--- config.mk ---
export PLATFORM = sky130hd
export DESIGN_NAME = swl_link
export DESIGN_NICKNAME = d
export VERILOG_FILES = /design/src/core/swl_pkg.sv /design/src/core/swl_link.sv
export SDC_FILE = /design/constraint.sdc
export NUM_CORES = 1
export LEC_CHECK = 0
export BUFFER_PORTS_ARGS = -buffer_cell sky130_fd_sc_hd__buf_4
export CORE_UTILIZATION = 50
export DETAILED_ROUTE_END_ITERATION = 6
export PLACE_DENSITY = 0.66
export SLEW_MARGIN = 20
export SYNTH_ARGS = -nofsm -noshare
export SYNTH_HDL_FRONTEND = slang
export SYNTH_SLANG_ARGS = --single-unit
--- constraint.sdc ---
create_clock -name mclk -period 3.71 [get_ports mclk]
set_input_delay 0.742 -clock mclk [delete_from_list [all_inputs] [get_ports mclk]]
set_output_delay 0.742 -clock mclk [all_outputs]
set_load 0.01 [all_outputs]
--- src/core/swl_pkg.sv ---
// constants and types for the single-wire sensor command link
package swl_pkg;

  // ------------------------------------------------------------
  // timing
  // ------------------------------------------------------------
  localparam int NS_PER_US = 1000;
  localparam int CLK_PERIOD_NS = 10;
  localparam int CYC_PER_US = NS_PER_US / CLK_PERIOD_NS;
  localparam logic [6:0] DIV_LAST = 7'(CYC_PER_US - 1);
  localparam logic [9:0] US_MAX = 10'h3FF;
  localparam logic [9:0] T_RESET_US = 10'h1E0;
  localparam logic [9:0] T_PRES_WAIT_US = 10'h01E;
  localparam logic [9:0] T_PRES_LOW_US = 10'h078;
  localparam logic [9:0] T_SLOT_US = 10'h01E;
  localparam logic [9:0] T_RECALL_US = 10'h00A;

  // ------------------------------------------------------------
  // commands and scratchpad
  // ------------------------------------------------------------
  localparam logic [7:0] CMD_CONVERT = 8'h44;
  localparam logic [7:0] CMD_READ_SP = 8'hBE;
  localparam logic [7:0] CMD_WRITE_SP = 8'h4E;
  localparam logic [7:0] CMD_COPY_SP = 8'h48;
  localparam logic [7:0] NV_TO_SCRATCH_CMD = 8'hB8;
  localparam logic [3:0] SP_LAST_BYTE = 4'h8;
  localparam logic [3:0] WR_LAST_BYTE = 4'h2;
  localparam logic [3:0] SP_ALARM_BYTE = 4'h2;
  localparam logic [7:0] SP_RSV_VAL = 8'hFF;
  localparam logic [7:0] NV_UPPER_RST = 8'h00;
  localparam logic [7:0] NV_LOWER_RST = 8'h00;
  localparam logic [7:0] NV_CFG_RST = 8'h00;
  localparam int FIFO_W = 10;
  localparam int FIFO_D = 32;

  typedef enum logic [1:0] {LN_IDLE, LN_PWAIT, LN_PLOW} swl_line_t;
  typedef enum logic [2:0] {
    PH_NONE, PH_ROM, PH_FUNC, PH_WRITE, PH_READ, PH_CSTAT, PH_RSTAT
  } swl_phase_t;

endpackage

--- src/core/swl_link.sv ---
// single-wire link slave with command decode and write-data FIFO
`timescale 1ns/1ps

// ------------------------------------------------------------
// write-data FIFO
// ------------------------------------------------------------
module swl_fifo #(
  parameter int W = 10,
  parameter int D = 32
) (
  // clock and reset
  input wire logic mclk,
  input wire logic resetn,
  // fill side
  input wire logic inValid,
  output logic inReady,
  input wire logic [W-1:0] inData,
  // drain side
  output logic outValid,
  input wire logic outReady,
  output logic [W-1:0] outData
);
  localparam int AW = $clog2(D);
  localparam logic [AW:0] FULL_CNT = (AW+1)'(D);

  typedef struct packed {
    logic [D-1:0][W-1:0] mem;
    logic [AW-1:0] wp;
    logic [AW-1:0] rp;
    logic [AW:0] cnt;
    logic full;
    logic oValid;
    logic [W-1:0] oData;
  } swl_fifo_t;

  swl_fifo_t s_r, s_nxt;

  always_comb begin
    s_nxt = s_r;
    if (s_r.oValid && outReady) begin
      s_nxt.oValid = 1'b0;
    end
    if (inValid && !s_r.full) begin
      s_nxt.mem[s_r.wp] = inData;
      s_nxt.wp = s_r.wp + 1'b1;
      s_nxt.cnt = s_nxt.cnt + 1'b1;
    end
    // output stage refills from the array so outputs stay registered
    if (!s_nxt.oValid && s_r.cnt != '0) begin
      s_nxt.oData = s_r.mem[s_r.rp];
      s_nxt.rp = s_r.rp + 1'b1;
      s_nxt.cnt = s_nxt.cnt - 1'b1;
      s_nxt.oValid = 1'b1;
    end
    s_nxt.full = (s_nxt.cnt == FULL_CNT);
  end

  always_ff @(posedge mclk) begin
    if (!resetn) begin
      s_r <= '0;
    end else begin
      s_r <= s_nxt;
    end
  end

  assign inReady = !s_r.full;
  assign outValid = s_r.oValid;
  assign outData = s_r.oData;
endmodule // swl_fifo

// ------------------------------------------------------------
// link slave
// ------------------------------------------------------------
module swl_link (
  // clock and reset
  input wire logic mclk,
  input wire logic resetn,
  // open-drain data line
  input wire logic dqIn,
  output logic dqOut,
  output logic dqOe,
  // sensor side
  input wire logic [15:0] tempWord,
  input wire logic [7:0] crcByte,
  input wire logic convBusy,
  output logic convStart,
  output logic copyStart,
  output logic recallStart,
  // written bytes: {index, byte}
  output logic wrValid,
  input wire logic wrReady,
  output logic [swl_pkg::FIFO_W-1:0] wrData
);
  typedef struct packed {
    swl_pkg::swl_line_t line;
    swl_pkg::swl_phase_t phase;
    logic [6:0] div;
    logic [9:0] usCnt;
    logic [9:0] recallCnt;
    logic dqPrev;
    logic lowLong;
    logic inSlot;
    logic [7:0] shreg;
    logic [2:0] bitCnt;
    logic [3:0] byteCnt;
    logic [2:0][7:0] sp;
    logic [2:0][7:0] nv;
    logic pushPend;
    logic [swl_pkg::FIFO_W-1:0] pushData;
    logic oe;
    logic conv;
    logic copy;
    logic recall;
  } swl_state_t;

  swl_state_t s_r, s_nxt;
  logic fifoInReady;
  logic fall;
  logic rise;
  logic tick;
  logic txBit;
  logic [7:0] rxByte;

  // bit of the scratchpad image at byte idx, bit bi
  function automatic logic spBit(input logic [3:0] idx,
      input logic [2:0] bi, input logic [2:0][7:0] sp,
      input logic [15:0] t, input logic [7:0] crc);
    logic [7:0] b;
    b = swl_pkg::SP_RSV_VAL;
    unique case (idx)
      4'h0: b = t[7:0];
      4'h1: b = t[15:8];
      4'h2, 4'h3, 4'h4: b = sp[2'(idx - swl_pkg::SP_ALARM_BYTE)];
      4'h8: b = crc;
      default: b = swl_pkg::SP_RSV_VAL;
    endcase
    return b[bi];
  endfunction

  always_comb begin
    s_nxt = s_r;
    s_nxt.dqPrev = dqIn;
    s_nxt.conv = 1'b0;
    s_nxt.copy = 1'b0;
    s_nxt.recall = 1'b0;
    fall = s_r.dqPrev && !dqIn;
    rise = !s_r.dqPrev && dqIn;
    tick = (s_r.div == swl_pkg::DIV_LAST);
    rxByte = {dqIn, s_r.shreg[7:1]};
    txBit = 1'b1;
    unique case (s_r.phase)
      swl_pkg::PH_READ: txBit = spBit(s_r.byteCnt, s_r.bitCnt, s_r.sp,
          tempWord, crcByte);
      swl_pkg::PH_CSTAT: txBit = !convBusy;
      swl_pkg::PH_RSTAT: txBit = (s_r.recallCnt == '0);
      default: txBit = 1'b1;
    endcase

    // ------------------------------------------------------------
    // microsecond time base
    // ------------------------------------------------------------
    s_nxt.div = tick ? '0 : s_r.div + 1'b1;
    if (tick && s_r.usCnt != swl_pkg::US_MAX) begin
      s_nxt.usCnt = s_r.usCnt + 1'b1;
    end
    if (tick && s_r.recallCnt != '0) begin
      s_nxt.recallCnt = s_r.recallCnt - 1'b1;
    end
    if (s_r.pushPend && fifoInReady) begin
      s_nxt.pushPend = 1'b0;
    end

    unique case (s_r.line)
      swl_pkg::LN_IDLE: begin
        if (fall) begin
          s_nxt.usCnt = '0;
          s_nxt.div = '0;
          s_nxt.inSlot = (s_r.phase != swl_pkg::PH_NONE);
          // drive zero for the first half of the slot only
          if (s_r.phase inside {swl_pkg::PH_READ, swl_pkg::PH_CSTAT,
              swl_pkg::PH_RSTAT} && !txBit) begin
            s_nxt.oe = 1'b1;
          end
        end else if (rise && s_r.lowLong) begin
          s_nxt.lowLong = 1'b0;
          s_nxt.line = swl_pkg::LN_PWAIT;
          s_nxt.usCnt = '0;
          s_nxt.div = '0;
        end else if (s_r.inSlot && s_r.usCnt == swl_pkg::T_SLOT_US) begin
          // one bit per slot, sampled or sent, then released
          s_nxt.inSlot = 1'b0;
          s_nxt.oe = 1'b0;
          s_nxt.bitCnt = s_r.bitCnt + 1'b1;
          if (s_r.phase inside {swl_pkg::PH_ROM, swl_pkg::PH_FUNC,
              swl_pkg::PH_WRITE}) begin
            s_nxt.shreg = rxByte;
          end
          if (s_r.bitCnt == 3'h7) begin
            unique case (s_r.phase)
              swl_pkg::PH_ROM: s_nxt.phase = swl_pkg::PH_FUNC;
              swl_pkg::PH_FUNC: begin
                s_nxt.byteCnt = '0;
                unique case (rxByte)
                  swl_pkg::CMD_CONVERT: begin
                    s_nxt.conv = 1'b1;
                    s_nxt.phase = swl_pkg::PH_CSTAT;
                  end
                  swl_pkg::CMD_READ_SP: begin
                    s_nxt.phase = swl_pkg::PH_READ;
                  end
                  swl_pkg::CMD_WRITE_SP: begin
                    s_nxt.phase = swl_pkg::PH_WRITE;
                  end
                  swl_pkg::CMD_COPY_SP: begin
                    s_nxt.nv = s_r.sp;
                    s_nxt.copy = 1'b1;
                    s_nxt.phase = swl_pkg::PH_NONE;
                  end
                  swl_pkg::NV_TO_SCRATCH_CMD: begin
                    s_nxt.sp = s_r.nv;
                    s_nxt.recall = 1'b1;
                    s_nxt.recallCnt = swl_pkg::T_RECALL_US;
                    s_nxt.phase = swl_pkg::PH_RSTAT;
                  end
                  default: s_nxt.phase = swl_pkg::PH_NONE;
                endcase
              end
              swl_pkg::PH_WRITE: begin
                // a byte still waiting for a full FIFO is overwritten
                s_nxt.sp[s_r.byteCnt[1:0]] = rxByte;
                s_nxt.pushPend = 1'b1;
                s_nxt.pushData = {s_r.byteCnt[1:0], rxByte};
                s_nxt.byteCnt = s_r.byteCnt + 1'b1;
                if (s_r.byteCnt == swl_pkg::WR_LAST_BYTE) begin
                  s_nxt.phase = swl_pkg::PH_NONE;
                end
              end
              swl_pkg::PH_READ: begin
                s_nxt.byteCnt = s_r.byteCnt + 1'b1;
                if (s_r.byteCnt == swl_pkg::SP_LAST_BYTE) begin
                  s_nxt.phase = swl_pkg::PH_NONE;
                end
              end
              default: begin
              end
            endcase
          end
        end
      end
      swl_pkg::LN_PWAIT: begin
        if (s_r.usCnt == swl_pkg::T_PRES_WAIT_US) begin
          s_nxt.line = swl_pkg::LN_PLOW;
          s_nxt.oe = 1'b1;
          s_nxt.usCnt = '0;
          s_nxt.div = '0;
        end
      end
      swl_pkg::LN_PLOW: begin
        if (s_r.usCnt == swl_pkg::T_PRES_LOW_US) begin
          s_nxt.line = swl_pkg::LN_IDLE;
          s_nxt.oe = 1'b0;
          s_nxt.phase = swl_pkg::PH_ROM;
          s_nxt.bitCnt = '0;
        end
      end
    endcase

    // ------------------------------------------------------------
    // reset pulse detection, overrides any transfer
    // ------------------------------------------------------------
    if (!dqIn && !s_r.oe && !s_r.lowLong &&
        s_r.usCnt >= swl_pkg::T_RESET_US) begin
      s_nxt.lowLong = 1'b1;
      s_nxt.line = swl_pkg::LN_IDLE;
      s_nxt.phase = swl_pkg::PH_NONE;
      s_nxt.inSlot = 1'b0;
      s_nxt.bitCnt = '0;
      s_nxt.shreg = '0;
      s_nxt.oe = 1'b0;
    end
  end

  always_ff @(posedge mclk) begin
    if (!resetn) begin
      s_r <= '0;
      s_r.dqPrev <= 1'b1;
      s_r.sp <= {swl_pkg::NV_CFG_RST, swl_pkg::NV_LOWER_RST,
          swl_pkg::NV_UPPER_RST};
      s_r.nv <= {swl_pkg::NV_CFG_RST, swl_pkg::NV_LOWER_RST,
          swl_pkg::NV_UPPER_RST};
    end else begin
      s_r <= s_nxt;
    end
  end

  swl_fifo #(.W(swl_pkg::FIFO_W), .D(swl_pkg::FIFO_D)) u_fifo (
    .mclk(mclk),
    .resetn(resetn),
    .inValid(s_r.pushPend),
    .inReady(fifoInReady),
    .inData(s_r.pushData),
    .outValid(wrValid),
    .outReady(wrReady),
    .outData(wrData)
  );

  assign dqOut = 1'b0;
  assign dqOe = s_r.oe;
  assign convStart = s_r.conv;
  assign copyStart = s_r.copy;
  assign recallStart = s_r.recall;
endmodule // swl_link

==> results of run 1 <==
kinds of logic (layout without fill, tap and decap cells):
logic type                 after synthesis  after routing
AOI/OAI and AO/OA                      372            372
xor gates and xnor gates                42             42
adders and majority gates               22             22
buffers and inverters                  216            194
DFF                                    460            460
muxes                                  272            272
other                                    1              1
and+or+nand+nor                        891            891
critical path, cell delays in order, from the launching register on:
cell and delay (ns):
dfxtp_1 0.68, inv_1 0.13, ha_1 0.44, nor3b_2 0.31, a21boi_0 0.27, o221ai_1 0.16, nand4b_1 0.13, o311a_1 0.22
or4b_1 0.45, a21bo_1 0.18
metal layers:
| layer | vias up | global-route usage |
|---|---|---|
| li1 | 7794 | - |
| met4 | 0 | 0.0834 |
| met3 | 98 | 0.0385 |
| met5 | - | 0 |
| met1 | 7809 | 0.329 |
| met2 | 432 | 0.405 |
per-stage QoR:
| step | setup WS [ns] | hold WS (ns) | std cells |
|---|---|---|---|
| final | 0.641 | 0.439 | 2786 |
| after global routing | 0.525 | 0.465 | 2786 |
| after CTS | 0.719 | 0.442 | 2786 |
| after detailed placement | 0.694 | 0.433 | 2697 |
| after global placement | 0.876 | 0.429 | 2697 |
| after floorplan | 1.26 | 0.413 | 2276 |
flip-flops by register name (all words and copies together), names as in the netlist, 7 cells and up:
signal	count
rxByte	7
s_r	101
u_fifo.outData	10
u_fifo.s_r	337
cell type report:
cell class,instances,area share
multi-input combinational,1600,0.467
sequential,460,0.398
clock buffer,70,0.0629
timing repair buffer,86,0.0311
tap,532,0.0287
clock inverter,19,0.00918
inverter,19,0.00340
path summary, 6_finish.rpt:
| kind | from | end | slack (ns) | cells past startpoint |
|---|---|---|---|---|
| hold reg to reg | s_r[101]$_SDFF_PN0_ | s_r[101]$_SDFF_PN0_ | 0.44 | 1 |
| setup / recovery | s_r[64]$_SDFFE_PN0P_ | dqOe$_SDFFE_PP0P_ | 0.64 | 9 |
| setup reg to reg | s_r[64]$_SDFFE_PN0P_ | dqOe$_SDFFE_PP0P_ | 0.64 | 9 |
| hold / removal | s_r[101]$_SDFF_PN0_ | s_r[101]$_SDFF_PN0_ | 0.44 | 1 |
where the power goes:
group	leakage (µW)	total (µW)	switching, µW	internal, µW
clock network	0.000818	5050	2040	3010
registers	0.00371	5320	267	5050
logic	0.00332	1420	743	672
total	0.00785	11800	3050	8730
cell usage in the layout (no fill, tap or decap), types with 6 or more instances in the layout:
| cell | count |
|---|---|
| and3_1 | 34 |
| mux4_2 | 100 |
| nor3_1 | 12 |
| inv_1 | 18 |
| nand3_1 | 115 |
| nor2_2 | 11 |
| and2_1 | 7 |
| nand2_1 | 382 |
| o211ai_1 | 7 |
| clkbuf_1 | 8 |
| a211oi_1 | 27 |
| nor2_1 | 247 |
| a21oi_1 | 267 |
| o21ai_0 | 21 |
| clkbuf_16 | 51 |
| nand2b_1 | 8 |
| mux2i_1 | 164 |
| xor2_1 | 22 |
| buf_4 | 80 |
| dfxtp_1 | 458 |
| clkinv_2 | 9 |
| a22oi_1 | 9 |
| nor2b_1 | 9 |
| ha_1 | 22 |
| nand4_1 | 14 |
| clkbuf_8 | 11 |
| buf_12 | 6 |
| xnor2_1 | 20 |
==> impl_metrics.tcl, run 1 <==
set metrics [dict create \
    status "completed" \
    cts.clk_slew.worst_paths_ns 0.06 \
    synth.top_cell.area_share 0.439 \
    synth_nets 2327 \
    finalHoldViolations 0 \
    worstPathArrival_ns 3.54 \
    wl_met1_um 23400 \
    grt_usage 0.246 \
    synth_warnings 0 \
    power.density_nw_per_um2 509 \
    cts_buffers 49 \
    power_leakage_uw 0.00785 \
    grt_pass1_vias 15500 \
    synth_seq_cells 460 \
    ant_nets 0 \
    cts_tree "yes" \
    core-area_um2 41100 \
    crit_fanout 20 \
    report.final.slew_viol_count 0 \
    dr.pass1.iters 7 \
    cts.sinks 460 \
    ys_top_cells_by_area "dfxtp_1, mux4_2, mux2i_1" \
    synth_edf_count 0 \
    skew_ns 0.0221 \
    worstSetupStartpointType "register" \
    place_area_um2 21500 \
    setup_tns_ns 0 \
    synth_mux_area_frac 0.191 \
    maxCapViolCount 0 \
    antenna_cells 0 \
    max_freq_mhz 326 \
    drt-vias-per-instance 5.79 \
    synthArstFlopShare 0 \
    post_cts_buffers 0 \
    die_w_um 207 \
    dr_wl_met2_um 24300 \
    fillCellCount 3655 \
    synthSimpleGateAreaFrac 0.190 \
    ys_types 82 \
    synth_fa_ha_area_frac 0.0131 \
    synth.yosys.seq_area_share 0.439 \
    relSlewSlack 0.272 \
    rsz0062_at_grt "no" \
    vias 16100 \
    clock_latency_ns 0.59 \
    min_period_ns 3.07 \
    synth-xor-area-share 0.0175 \
    synth_top_family_by_area "multiplexers" \
    drive_gt1_frac 0.142 \
    critPathRequiredTime_ns 4.19 \
    syn2layout_area_growth_pct 10.5 \
    start_util 0.510 \
    avgSynthCellArea_um2 9.21 \
    fin_crit_sh 0.827 \
    final_core_util 0.563 \
    finalSetupViolCount 0 \
    grt_pass1_wl_um 83500 \
    drc 0 \
    crit_type "reg -> reg" \
    drt-total-wl_um 52000 \
    dieArea_um2 42800 \
    dp_hpwl_um 33600 \
    seqCellArea_um2 9220 \
    synth_ff_type "dfxtp_1" \
    fp.dieH_um 207 \
    finalPower_uw 11800 \
    design_area_um2 23200 \
    drt_iter0_markers 1325 \
    synthCells 2276 \
    ir_worst_vdd_mv 0.340 \
    portBuffers 43 \
    overflow 0 \
    synth_most_common_cell "dfxtp_1" \
    boundaryPins 45 \
    wl_per_cell_um 18.6 \
    max-clock-path-buffers 3 \
    multi_input_area_um2 10800 \
    synth_compound_area_frac 0.103 \
    nets 2267 \
    synth.cell_area_um2 21000 \
    worst_pin_slew_ns 1.09 \
    top_layer "met4" \
    holdBufCountCts 0 \
    ctsResizeCount 0 \
    core.rowCount 74 \
    antenna_found_initial 0 \
    timing.critical_path.to_type "register" \
    htree_levels 2 \
    holdCritPathClass "reg -> reg" \
    met3WireLength_um 2760 \
    clock-root-buffer "clkbuf_16" \
    synth_area_leader_cell "dfxtp_1" \
    place.gp.congestion 0.889 \
    grt_max_degree 172 \
    synth_common_cells "dfxtp_1, nand2_1, a21oi_1, nor2_1, mux2i_1" \
]
(Power assumes the default switching activity.)
==> run 2, diff against run 1 <==
==> constraint.sdc (replaced) <==
create_clock -name mclk -period 3.1 [get_ports mclk]
set_input_delay 0.62 -clock mclk [delete_from_list [all_inputs] [get_ports mclk]]
set_output_delay 0.62 -clock mclk [all_outputs]
set_load 0.01 [all_outputs]
==> run 2 against run 1 <==
Effect of this change:
- sequential share of layout area shrank 0.20 points
- critical path type unchanged
- core utilization is 0.30 points higher
- cell count grew 0.50%
==> impl_metrics.tcl, run 2 (synthesis gave the netlist of run 1 again) <==
set metrics [dict create \
    fp.dieH_um 207 \
    drc 0 \
    rsz0062_at_grt "no" \
    holdBufCountCts 0 \
    crit_chain "buf_4 -> mux4_2 -> mux4_2 -> mux2i_1 -> a21oi_1" \
    holdCritPathClass "in -> reg" \
    core.rowCount 74 \
    antenna_found_initial 1 \
    drt-total-wl_um 54500 \
    wl_met1_um 23700 \
    final_common_cell "dfxtp_1" \
    overflow 0 \
    grt_max_degree 130 \
    power.density_nw_per_um2 605 \
    nets 2278 \
    swShare 0.260 \
    worstPathArrival_ns 2.96 \
    boundaryPins 45 \
    path_delay_family "multiplexers" \
    crit_fanout 17 \
    cts_tree "yes" \
    syn2layout_area_growth_pct 11.1 \
    critPathBufInv 1 \
    p_sw_uw 3660 \
    most-common-layout-cells "dfxtp_1, nand2_1, a21oi_1" \
    place.gp.congestion 0.878 \
    dr.pass1.iters 7 \
    finalSetupViolCount 0 \
    clock_latency_ns 0.61 \
    max_freq_mhz 399 \
    dieArea_um2 42800 \
    drt-vias-per-instance 5.87 \
    fin_crit_sh 0.809 \
    max-clock-path-buffers 3 \
    met3WireLength_um 3400 \
    crit_slowest_cell "mux4_2" \
    final_core_util 0.566 \
    worstSetupStartpointType "register" \
    largest_reg_flops 337 \
    crit_top_cell "mux4_2" \
    reg2reg_from "u_fifo.s_r[18]$_SDFFE_PN0P_" \
    htree_levels 2 \
    ant_nets 0 \
    critPathRequiredTime_ns 3.56 \
    core-area_um2 41100 \
    antenna_cells 0 \
    cts_buffers 50 \
    drt_iter0_markers 1635 \
    min_period_ns 2.51 \
    cpPeakStageDelay_ns 0.60 \
    top_layer "met4" \
    report.final.slew_viol_count 0 \
    dp_hpwl_um 35000 \
    cts.clk_slew.worst_paths_ns 0.06 \
    portBuffers 43 \
    worst_hold_slack_ns 0.361 \
    post_cts_buffers 0 \
    ir_worst_vdd_mv 0.404 \
    p_comb_frac 0.132 \
    whs_path_depth 2 \
    pwr-share-seq 0.444 \
    fillCellCount 3615 \
    timing.critical_path.to_type "register" \
    clock_power_share 0.424 \
    grt_usage 0.257 \
    worst_pin_slew_ns 0.898 \
    relSlewSlack 0.399 \
    hold_path_end "s_r[80]$_SDFF_PN1_" \
    dr_wl_met2_um 26000 \
    grt_pass1_wl_um 86600 \
    skew_ns 0.0352 \
    vias 16400 \
    r2r_end "u_fifo.outData[1]$_SDFFE_PN0P_" \
    wl_per_cell_um 19.5 \
    min_from "dqIn" \
    top_register "u_fifo.s_r" \
    power_leakage_uw 0.00793 \
    r2r_setup_slack_ns 0.59 \
    p_int_uw 10400 \
    clock-root-buffer "clkbuf_16" \
    r2r_cells 5 \
    grt_pass1_vias 15600 \
    setup_tns_ns 0 \
    ctsResizeCount 0 \
    start_util 0.510 \
    die_w_um 207 \
    cts.sinks 460 \
    crit_type "reg -> reg" \
    status "completed" \
    finalHoldViolations 0 \
    maxCapViolCount 0 \
    drive_gt1_frac 0.147 \
]
-- run 2: layer usage --
metal,vias to the layer above,global-route usage
li1,7828,-
met1,7996,0.343
met2,537,0.427
met3,85,0.0421
met4,0,0.0751
met5,-,0
-- run 2: worst reg2reg max path, delay by kind of cell, from the launching register on --
family                 cells  cell delay (ns)
muxes                      3             1.34
AOI/OAI and AO/OA          1             0.11
DFF                        1             0.55
buffers and inverters      1             0.38
-- run 2: cell type report --
class	count	area, µm²	share of cell area
Clock inverter	10	75.1	0.00322
Inverter	19	78.8	0.00339
Multi-Input combinational cell	1600	10800	0.464
Timing Repair Buffer	96	821	0.0352
Tap cell	532	666	0.0286
Sequential cell	460	9220	0.396
Clock buffer	83	1620	0.0694
-- run 2: worst max path at each step --
stage	from	end	cells past startpoint
floorplan	s_r[63]$_SDFFE_PN0P_	dqOe$_SDFFE_PP0P_	11
detailed placement	u_fifo.s_r[18]$_SDFFE_PN0P_	u_fifo.outData[1]$_SDFFE_PN0P_	5
CTS	u_fifo.s_r[18]$_SDFFE_PN0P_	u_fifo.outData[1]$_SDFFE_PN0P_	5
global placement	u_fifo.s_r[18]$_SDFFE_PN0P_	u_fifo.outData[0]$_SDFFE_PN0P_	5
finish	u_fifo.s_r[18]$_SDFFE_PN0P_	u_fifo.outData[1]$_SDFFE_PN0P_	5
global route	s_r[14]$_SDFF_PN0_	u_fifo.s_r[304]$_SDFFE_PN0P_	6
-- run 2: stage by stage --
stage | total power [µW] | setup WS [ns] | instances | cell area (µm²)
2_1_floorplan | 7730 | 0.653 | 2276 | 21000
3_3_place_gp | 8220 | 0.647 | 2707 | 21600
3_5_place_dp | 8240 | 0.578 | 2707 | 21600
4_1_cts | 14200 | 0.562 | 2800 | 23300
5_1_grt | 14600 | 0.455 | 2800 | 23300
6_report | 14100 | 0.593 | 2800 | 23300
-- run 2: power groups by stage --
stage / clock network (µW) / registers, µW / logic (µW)
finish: 5980 / 6250 / 1860
global route: 6320 / 6270 / 2010
CTS: 6080 / 6260 / 1860
detailed placement: 0 / 6390 / 1860
global placement: 0 / 6390 / 1840
floorplan: 0 / 6220 / 1500
